[src/shared/uatx_pkg.sv]
// Shared constants and types of the asynchronous serial transmitter
package uatx_pkg;

  // Register bus geometry
  localparam int UATX_AW = 3;
  localparam int UATX_DW = 8;

  // Register offsets
  localparam logic [2:0] UATX_OFS_TXCTL = 3'h0;
  localparam logic [2:0] UATX_OFS_PORT = 3'h1;
  localparam logic [2:0] UATX_OFS_BAUD = 3'h2;
  localparam logic [2:0] UATX_OFS_BRGL = 3'h3;
  localparam logic [2:0] UATX_OFS_BRGH = 3'h4;
  localparam logic [2:0] UATX_OFS_HOLD = 3'h5;
  localparam logic [2:0] UATX_OFS_FLAG = 3'h6;
  localparam logic [2:0] UATX_OFS_IEN = 3'h7;

  // Field positions in transmit_status_control
  localparam int UATX_TXC_NINTH = 0;
  localparam int UATX_TXC_EMPTY = 1;
  localparam int UATX_TXC_NINE = 2;
  localparam int UATX_TXC_SYNC = 4;
  localparam int UATX_TXC_TRANSMIT_ENABLE = 5;
  // Field position in receive_status_control
  localparam int UATX_PORT_SERIAL_PORT_ENABLE = 7;
  // Field positions in baud_control
  localparam int UATX_BAUD_BRG16 = 3;
  localparam int UATX_BAUD_POL = 4;
  // Field position in the flag and enable registers
  localparam int UATX_FLAG_TXBE = 0;

  // Reset values
  localparam logic [15:0] UATX_BRG_RST = 16'h0000;
  localparam logic [8:0] UATX_WORD_RST = 9'h000;
  localparam logic [7:0] UATX_BYTE_RST = 8'h00;

  // Character lengths, counted from zero
  localparam logic [3:0] UATX_LAST8 = 4'h7;
  localparam logic [3:0] UATX_LAST9 = 4'h8;

  typedef enum logic [1:0] {
    UATX_IDLE,
    UATX_START,
    UATX_DATA,
    UATX_STOP
  } uatx_phase_t;

  // Character format and baud setting shared with the receiver
  typedef struct packed {
    logic nine;
    logic brg16;
    logic [15:0] brg;
  } uatx_cfg_t;

  // Complete state of the transmitter
  typedef struct packed {
    uatx_phase_t st;
    logic transmit_enable;
    logic sync;
    logic serial_port_enable;
    logic pol;
    logic ninth;
    uatx_cfg_t cfg;
    logic [8:0] hold;
    logic full;
    logic [8:0] shift;
    logic [3:0] bits;
    logic [3:0] last;
    logic [15:0] cnt;
    logic line;
    logic pin;
    logic oe;
    logic flag;
    logic irq_en;
    logic irq;
    logic [7:0] rdata;
  } uatx_state_t;

endpackage

[src/design/uatx_top.sv]
// Asynchronous serial transmitter with holding buffer and register port
//
// Added by the designer: the register addresses and strobed register access.
`timescale 1ns/100ps
`default_nettype none

// How it works
// - Frame: space start, data, mark stop
// - Idle line rests at mark, NRZ
// - Data bits go out LSB first
// - Each bit lasts one baud period
// - No hardware parity; software uses ninth
// - Active only when enabled, async, port on
// - Port enable turns pin driver on
// - Transmit enable raises buffer-empty flag when async with port on
// - Write loads idle shift register at once
// - Queued character loads right after stop
// - Frame starts right after the load
// - Polarity select inverts idle and data
// - Flag clear only when busy and queued, or inactive
// - Flag correct by first cycle after write
// - Flag is read-only to software
// - Interrupt enable gates request, not flag
// - Shift-empty status clears while shifting
// - Nine-bit mode sends ninth bit last
// - Ninth bit written first, loaded together
// - Serial output also feeds logic cell
// - Receiver shares format and baud setting
module uatx_top
  import uatx_pkg::*;
(
  input wire logic mclk,
  input wire logic arst_n,
  input wire logic [UATX_AW-1:0] reg_addr,
  input wire logic [UATX_DW-1:0] reg_wdata,
  input wire logic reg_wr,
  input wire logic reg_rd,
  output logic [UATX_DW-1:0] reg_rdata,
  output logic transmit_clock_pin_out,
  output logic transmit_clock_pin_oe,
  output logic configurable_logic_cell_tx,
  output logic transmit_irq_req,
  output uatx_cfg_t shared_cfg
);

  uatx_state_t q;
  uatx_state_t n;
  logic active;
  logic tick;
  logic [15:0] div;

  // Transmitter runs only in the enabled asynchronous configuration
  assign active = q.transmit_enable && !q.sync && q.serial_port_enable;

  // Baud divider: 16-bit pair or low byte only
  assign div = q.cfg.brg16 ? q.cfg.brg : {8'h00, q.cfg.brg[7:0]};
  assign tick = (q.cnt == div);

  // Next-state logic
  always_comb begin
    logic [7:0] rd;
    logic act_n;
    logic load;
    rd = UATX_BYTE_RST;
    act_n = 1'b0;
    load = 1'b0;
    n = q;

    // Register writes
    if (reg_wr) begin
      case (reg_addr)
        UATX_OFS_TXCTL: begin
          n.ninth = reg_wdata[UATX_TXC_NINTH];
          n.cfg.nine = reg_wdata[UATX_TXC_NINE];
          n.sync = reg_wdata[UATX_TXC_SYNC];
          n.transmit_enable = reg_wdata[UATX_TXC_TRANSMIT_ENABLE];
        end
        UATX_OFS_PORT: begin
          n.serial_port_enable = reg_wdata[UATX_PORT_SERIAL_PORT_ENABLE];
        end
        UATX_OFS_BAUD: begin
          n.cfg.brg16 = reg_wdata[UATX_BAUD_BRG16];
          n.pol = reg_wdata[UATX_BAUD_POL];
        end
        UATX_OFS_BRGL: begin
          n.cfg.brg[7:0] = reg_wdata;
        end
        UATX_OFS_BRGH: begin
          n.cfg.brg[15:8] = reg_wdata;
        end
        UATX_OFS_HOLD: begin
          // Ninth bit captured beside the low byte, hardware adds no parity
          if (active) begin
            n.hold = {q.ninth, reg_wdata};
            n.full = 1'b1;
          end
        end
        UATX_OFS_IEN: begin
          n.irq_en = reg_wdata[UATX_FLAG_TXBE];
        end
        default: begin
          // Flag register is read-only; writes leave it alone
          n.irq_en = q.irq_en;
        end
      endcase
    end

    // Frame sequencing on baud ticks
    n.cnt = tick ? 16'h0000 : q.cnt + 16'h0001;
    case (q.st)
      UATX_IDLE: begin
        n.cnt = 16'h0000;
        load = n.full;
      end
      UATX_START: begin
        if (tick) begin
          n.st = UATX_DATA;
        end
      end
      UATX_DATA: begin
        if (tick) begin
          n.shift = {1'b0, q.shift[8:1]};
          n.bits = q.bits + 4'h1;
          if (q.bits == q.last) begin
            n.st = UATX_STOP;
          end
        end
      end
      UATX_STOP: begin
        // Single stop bit, then the queued character or idle
        if (tick) begin
          n.st = UATX_IDLE;
          load = n.full;
        end
      end
      default: begin
        n.st = UATX_IDLE;
      end
    endcase

    // Holding buffer to shift register, frame begins at once
    if (load) begin
      n.shift = n.hold;
      n.last = n.cfg.nine ? UATX_LAST9 : UATX_LAST8;
      n.bits = 4'h0;
      n.full = 1'b0;
      n.cnt = 16'h0000;
      n.st = UATX_START;
    end

    // Leaving the active configuration drops any frame and queue
    if (!active) begin
      n.st = UATX_IDLE;
      n.full = 1'b0;
      n.cnt = 16'h0000;
    end

    // Line level before polarity
    case (n.st)
      UATX_START: n.line = 1'b0;
      UATX_DATA: n.line = n.shift[0];
      default: n.line = 1'b1;
    endcase
    n.pin = n.line ^ n.pol;
    n.oe = n.serial_port_enable;

    // Buffer-empty flag follows the buffer, enable gates request only
    act_n = n.transmit_enable && !n.sync && n.serial_port_enable;
    n.flag = act_n && !n.full;
    n.irq = n.flag && n.irq_en;

    // Read data for the next cycle
    case (reg_addr)
      UATX_OFS_TXCTL: begin
        rd[UATX_TXC_NINTH] = q.ninth;
        rd[UATX_TXC_EMPTY] = (q.st == UATX_IDLE);
        rd[UATX_TXC_NINE] = q.cfg.nine;
        rd[UATX_TXC_SYNC] = q.sync;
        rd[UATX_TXC_TRANSMIT_ENABLE] = q.transmit_enable;
      end
      UATX_OFS_PORT: rd[UATX_PORT_SERIAL_PORT_ENABLE] = q.serial_port_enable;
      UATX_OFS_BAUD: begin
        rd[UATX_BAUD_BRG16] = q.cfg.brg16;
        rd[UATX_BAUD_POL] = q.pol;
      end
      UATX_OFS_BRGL: rd = q.cfg.brg[7:0];
      UATX_OFS_BRGH: rd = q.cfg.brg[15:8];
      UATX_OFS_FLAG: rd[UATX_FLAG_TXBE] = q.flag;
      UATX_OFS_IEN: rd[UATX_FLAG_TXBE] = q.irq_en;
      default: rd = UATX_BYTE_RST;
    endcase
    n.rdata = reg_rd ? rd : UATX_BYTE_RST;
  end

  // State register
  always_ff @(posedge mclk or negedge arst_n) begin
    if (!arst_n) begin
      q.st <= UATX_IDLE;
      q.transmit_enable <= 1'b0;
      q.sync <= 1'b0;
      q.serial_port_enable <= 1'b0;
      q.pol <= 1'b0;
      q.ninth <= 1'b0;
      q.cfg.nine <= 1'b0;
      q.cfg.brg16 <= 1'b0;
      q.cfg.brg <= UATX_BRG_RST;
      q.hold <= UATX_WORD_RST;
      q.full <= 1'b0;
      q.shift <= UATX_WORD_RST;
      q.bits <= 4'h0;
      q.last <= UATX_LAST8;
      q.cnt <= 16'h0000;
      q.line <= 1'b1;
      q.pin <= 1'b1;
      q.oe <= 1'b0;
      q.flag <= 1'b0;
      q.irq_en <= 1'b0;
      q.irq <= 1'b0;
      q.rdata <= UATX_BYTE_RST;
    end else begin
      q <= n;
    end
  end

  // Outputs straight from the state register
  assign reg_rdata = q.rdata;
  assign transmit_clock_pin_out = q.pin;
  assign transmit_clock_pin_oe = q.oe;
  assign configurable_logic_cell_tx = q.pin;
  assign transmit_irq_req = q.irq;
  assign shared_cfg = q.cfg;

  // Start bit drives space
  property p_start_space;
    @(posedge mclk) disable iff (!arst_n)
      (q.st == UATX_START) |-> (q.line == 1'b0);
  endproperty
  a_start_space: assert property (p_start_space) else $error("start bit not space");

  // Idle line at mark, pin follows polarity
  property p_idle_mark;
    @(posedge mclk) disable iff (!arst_n)
      (q.st == UATX_IDLE) |-> (q.line && (q.pin == !q.pol));
  endproperty
  a_idle_mark: assert property (p_idle_mark) else $error("idle line not mark");

  // Data bit on line is the shift register bottom
  property p_lsb_first;
    @(posedge mclk) disable iff (!arst_n)
      (q.st == UATX_DATA) |-> (q.line == q.shift[0]);
  endproperty
  a_lsb_first: assert property (p_lsb_first) else $error("data bit order wrong");

  // Phase only moves on a baud tick while active
  property p_bit_length;
    @(posedge mclk) disable iff (!arst_n)
      (q.st != UATX_IDLE && !tick && active)
        |=> ((q.st == $past(q.st)) || (q.st == UATX_IDLE && !active));
  endproperty
  a_bit_length: assert property (p_bit_length) else $error("bit ended early");

  // Inactive configuration forces idle
  property p_inactive_idle;
    @(posedge mclk) disable iff (!arst_n)
      !active |=> (q.st == UATX_IDLE && !q.full);
  endproperty
  a_inactive_idle: assert property (p_inactive_idle) else $error("sent while inactive");

  // Pin driver follows port enable
  property p_pin_dir;
    @(posedge mclk) disable iff (!arst_n)
      (reg_wr && reg_addr == UATX_OFS_PORT)
        |=> (transmit_clock_pin_oe == $past(reg_wdata[UATX_PORT_SERIAL_PORT_ENABLE]));
  endproperty
  a_pin_dir: assert property (p_pin_dir) else $error("pin direction wrong");

  // Write into idle shifter starts a frame next cycle
  property p_load_idle;
    @(posedge mclk) disable iff (!arst_n)
      (reg_wr && reg_addr == UATX_OFS_HOLD && active && q.st == UATX_IDLE)
        |=> (q.st == UATX_START && !q.full && q.flag == active);
  endproperty
  a_load_idle: assert property (p_load_idle) else $error("idle load missed");

  // Queued character follows the stop bit
  property p_load_after_stop;
    @(posedge mclk) disable iff (!arst_n)
      (q.st == UATX_STOP && tick && q.full && active) |=> (q.st == UATX_START);
  endproperty
  a_load_after_stop: assert property (p_load_after_stop) else $error("queued char lost");

  // Flag tracks enable and buffer state
  property p_flag;
    @(posedge mclk) disable iff (!arst_n)
      q.flag == (active && !q.full);
  endproperty
  a_flag: assert property (p_flag) else $error("buffer flag wrong");

  // Character queued while the shifter sends data bits clears the flag next cycle
  property p_flag_busy;
    @(posedge mclk) disable iff (!arst_n)
      (reg_wr && reg_addr == UATX_OFS_HOLD && active && q.st == UATX_DATA) |=> !q.flag;
  endproperty
  a_flag_busy: assert property (p_flag_busy) else $error("flag not cleared");

  // Shift-empty status clears throughout a frame
  property p_shift_empty;
    @(posedge mclk) disable iff (!arst_n)
      (reg_rd && reg_addr == UATX_OFS_TXCTL)
        |=> (reg_rdata[UATX_TXC_EMPTY] == ($past(q.st) == UATX_IDLE));
  endproperty
  a_shift_empty: assert property (p_shift_empty) else $error("shift empty wrong");

  // Nine-bit mode loads a nine-bit length
  property p_nine;
    @(posedge mclk) disable iff (!arst_n)
      ($rose(q.st == UATX_START) && q.cfg.nine) |-> (q.last == UATX_LAST9);
  endproperty
  a_nine: assert property (p_nine) else $error("nine bit length wrong");

  // Request is flag gated by enable
  property p_irq;
    @(posedge mclk) disable iff (!arst_n)
      transmit_irq_req == (q.flag && q.irq_en);
  endproperty
  a_irq: assert property (p_irq) else $error("request gating wrong");

endmodule

`default_nettype wire

[config.mk]
export PLATFORM = sky130hd
export DESIGN_NAME = uatx_top
export DESIGN_NICKNAME = d
export VERILOG_FILES = /design/src/shared/uatx_pkg.sv /design/src/design/uatx_top.sv
export SDC_FILE = /design/constraint.sdc
export NUM_CORES = 1
export LEC_CHECK = 0
export BUFFER_PORTS_ARGS = -buffer_cell sky130_fd_sc_hd__buf_2
export CAP_MARGIN = 10
export CORE_ASPECT_RATIO = 1.1
export CORE_MARGIN = 2
export CORE_UTILIZATION = 40
export CTS_BUF_LIST = sky130_fd_sc_hd__clkbuf_4
export CTS_CLUSTER_SIZE = 28
export DETAILED_ROUTE_END_ITERATION = 8
export HOLD_SLACK_MARGIN = 0.03
export PLACE_DENSITY = 0.58
export SLEW_MARGIN = 20
export SYNTH_ARGS = -nofsm -noshare
export SYNTH_HDL_FRONTEND = slang
export SYNTH_SLANG_ARGS = --single-unit
export TNS_END_PERCENT = 20
[constraint.sdc]
create_clock -name mclk -period 2.2 [get_ports mclk]
set_input_delay 0.33 -clock mclk [delete_from_list [all_inputs] [get_ports mclk]]
set_output_delay 0.33 -clock mclk [all_outputs]
set_load 0.05 [all_outputs]
==> flow_metrics.env <==
export IMPL_ant_nets=0
export IMPL_swShare=0.3824
export IMPL_end_kind="register"
export IMPL_drt_iter0_drc=126
export IMPL_wl_per_cell_um=17.21
export IMPL_overflow=0
export IMPL_syn_nets=389
export IMPL_die_x_um=100.6
export IMPL_drive_above_1_share=0.4120
export IMPL_final_util=0.4931
export IMPL_place_congestion=0.7911
export IMPL_cp_required_ns=2.54
export IMPL_p_int_mw=2.389
export IMPL_syn_inst=368
export IMPL_critPathMaxFanout=5
export IMPL_cp_top_family="simple AND/OR/NAND/NOR gates"
export IMPL_fin_skew_ns=0.01711
export IMPL_seqPwrFrac=0.468
export IMPL_grt_usage=0.1850
export IMPL_seq_area_frac_synth=0.4759
export IMPL_synth_top_area_share=0.4631
export IMPL_dr_pass1_iters=4
export IMPL_io_buffers=44
export IMPL_rows=38
export IMPL_finalSetupViolCount=17
export IMPL_syn_to_final_growth_pct=19.32
export IMPL_crit_start="q[20]$_DFF_PN0_"
export IMPL_violations="setup timing"
export IMPL_diodes=0
export IMPL_p_comb_frac=0.333
export IMPL_finalCritPeriodShare=1.103
export IMPL_cp_start_kind="register"
export IMPL_wl_um=9791
export IMPL_power_frac_clock=0.198
export IMPL_worstMarginPinSlew_ns=0.4489
export IMPL_hold_class="in2reg"
export IMPL_grt_pass1_wl_um=15400
export IMPL_syn_avg_cell_area_sq_um=11.16
export IMPL_grt_max_degree=79
export IMPL_clk_pin_slew_ns=0.14
export IMPL_final_setup_tns_ns=-1.896
export IMPL_final_cell_mix="dfrtp_1, buf_4, buf_2"
export IMPL_crit_top_cell="mux2_4"
export IMPL_fin_nets=465
export IMPL_die_h_um=110.3
export IMPL_vdd_drop_max_v=0.0002936
export IMPL_synth_area_leaders="dfrtp_1, mux2_2, buf_4"
export IMPL_status="finished, violations left"
export IMPL_clk_latency_ns=0.44
export IMPL_core_sq_um=9937
export IMPL_dp_hpwl_um=7134
export IMPL_cp_arrival_ns=2.77
export IMPL_die_area_sq_um=11090
export IMPL_hold_viol=0
export IMPL_antenna_found_initial=0
export IMPL_ys_warn_count=0
export IMPL_synth_area_sq_um=4106
export IMPL_crit_type="reg2reg"
export IMPL_final_common_cell="dfrtp_1"
export IMPL_clock_path_buffers=2
export IMPL_drc_errors=0
export IMPL_fin_crit_ns=2.427
export IMPL_initial_utilization=0.4132
export IMPL_min_from="reg_rd"
export IMPL_max_freq_mhz=412.1
export IMPL_cp_slowest_stage_delay_ns=0.56
export IMPL_p_per_area_nw_per_um2=789.5
export IMPL_path_cells="xor2_1, nor4_2, nand2_1, buf_4, or4_4, mux2_4, mux2_4"
export IMPL_cts_tree="yes"
export IMPL_viasPerCell=5.151
export IMPL_cpMaxStageDelayCell="or4_4"
export IMPL_cts_root_buf="clkbuf_4"
export IMPL_cts_sinks=78
export IMPL_p_total_mw=3.868
export IMPL_routed_via_count=2931
export IMPL_p_sw_mw=1.479
export IMPL_synth_top_area_cell="dfrtp_1"
export IMPL_rsz0062_at_grt="true"
export IMPL_layout_setup_ws_ns=-0.2267
export IMPL_synthDistinctLibCells=44
export IMPL_report_final_slew_viol_count=0
export IMPL_cts_htree_levels=3
export IMPL_power_leakage_nw=2.330
export IMPL_first_global_vias=2973
export IMPL_reg2reg_from="q[20]$_DFF_PN0_"
export IMPL_relSlewSlack=0.7007
export IMPL_io_pins=45
export IMPL_cts_inserted_buffers=9
export IMPL_maxCapViolations=0
export IMPL_cp_num_buf_inv=1
export IMPL_ys_ff_latch=78
-- logic make-up after synthesis --
group | Yosys count | synth area share
simple gates | 112 | 0.1493
buf+inv | 49 | 0.07465
xor+xnor | 31 | 0.06612
flops | 78 | 0.4759
fa+ha+maj | 6 | 0.01828
mux | 53 | 0.1536
compound gates | 39 | 0.06216
-- metal layers --
metal / wire, um / global-route usage / up-vias
li1: - / - / 1418
met1: 4353 / 0.2291 / 1447
met2: 5014 / 0.3214 / 53
met3: 248 / 0.04288 / 13
met4: 174 / 0.05577 / 0
met5: 0 / 0 / -
-- synthesized netlist by cell type, drive strengths merged --
master	count
dfrtp	76
mux2	44
buf	32
nor2	29
xor2	24
nand3	17
nor3	13
nand2	12
o21ai	10
clkbuf	9
mux2i	9
inv	8
and3	7
xnor2	7
a21oi	6
and2	6
ha	6
o22ai	6
a22oi	4
a31oi	4
nand4	4
nand4b	4
nor3b	4
nor4	4
o21a	4
a21o	3
nand2b	3
nand3b	3
dfstp	2
nor2b	2
or3	2
a21boi	1
a222oi	1
nor4b	1
or4	1
-- worst register-to-register path: stages, from the launching register on --
cell and delay [ns]:
dfrtp_1 0.43, xor2_1 0.18, nor4_2 0.29, nand2_1 0.13
buf_4 0.16, or4_4 0.56, mux2_4 0.33, mux2_4 0.26
-- sequential cells by signal, summed over array words and instances, names as in the netlist --
signal and count:
reg_rdata 8, shared_cfg 18, transmit_irq_req 1, q 49, configurable_logic_cell_tx 1, transmit_clock_pin_oe 1
-- area by class of cell --
type	count	area, sq um
Clock buffer	9	67.56
Multi-Input combinational cell	242	1927
Tap cell	120	150.1
Timing Repair Buffer	105	720.7
Fill cell	932	5037
Clock inverter	7	48.80
Inverter	8	30.03
Sequential cell	78	1956
-- stage by stage --
stage	instances	cell area (sq um)	setup slack, ns	hold WS [ns]
after global placement	546	4641	-0.1558	0.3884
after detailed placement	546	4641	-0.2339	0.3913
final	569	4900	-0.2267	0.1971
after floorplan	368	4110	-0.1178	0.03441
after CTS	563	4788	-0.2094	0.1626
after global routing	569	4900	-0.3469	0.1638
-- worst paths after layout --
kind                                                    to  cells after the start  slack, ns
worst max-delay path                     q[42]$_DFFE_PN0P_                      7      -0.23
worst min-delay path                reg_rdata[3]$_DFF_PN0_                      2       0.20
worst max register to register           q[42]$_DFFE_PN0P_                      7      -0.23
worst min register to register             q[52]$_DFF_PN0_                      1       0.51
max in group asynchronous       shared_cfg[16]$_DFFE_PN0P_                      3       1.38
min in group asynchronous                  q[26]$_DFF_PN0_                      3       0.40
-- power groups by stage --
stage / registers, mW / logic [mW] / clock network [mW]
floorplan: 1.85 / 0.877 / 0
global placement: 1.84 / 1.20 / 0
detailed placement: 1.85 / 1.22 / 0
CTS: 1.82 / 1.23 / 0.803
global route: 1.84 / 1.38 / 0.865
finish: 1.81 / 1.29 / 0.767
-- timing repair --
action                                 in CTS  in global routing
setup endpoints to repair                  16                 21
setup buffers                               0                  5
gates cloned                                0                  1
gates resized for setup                     5                 11
hold buffers                                1                  0
endpoints found under the hold margin      76                  0
pin swaps                                   2                  8
Note: power is estimated with default switching activity, not from simulation.
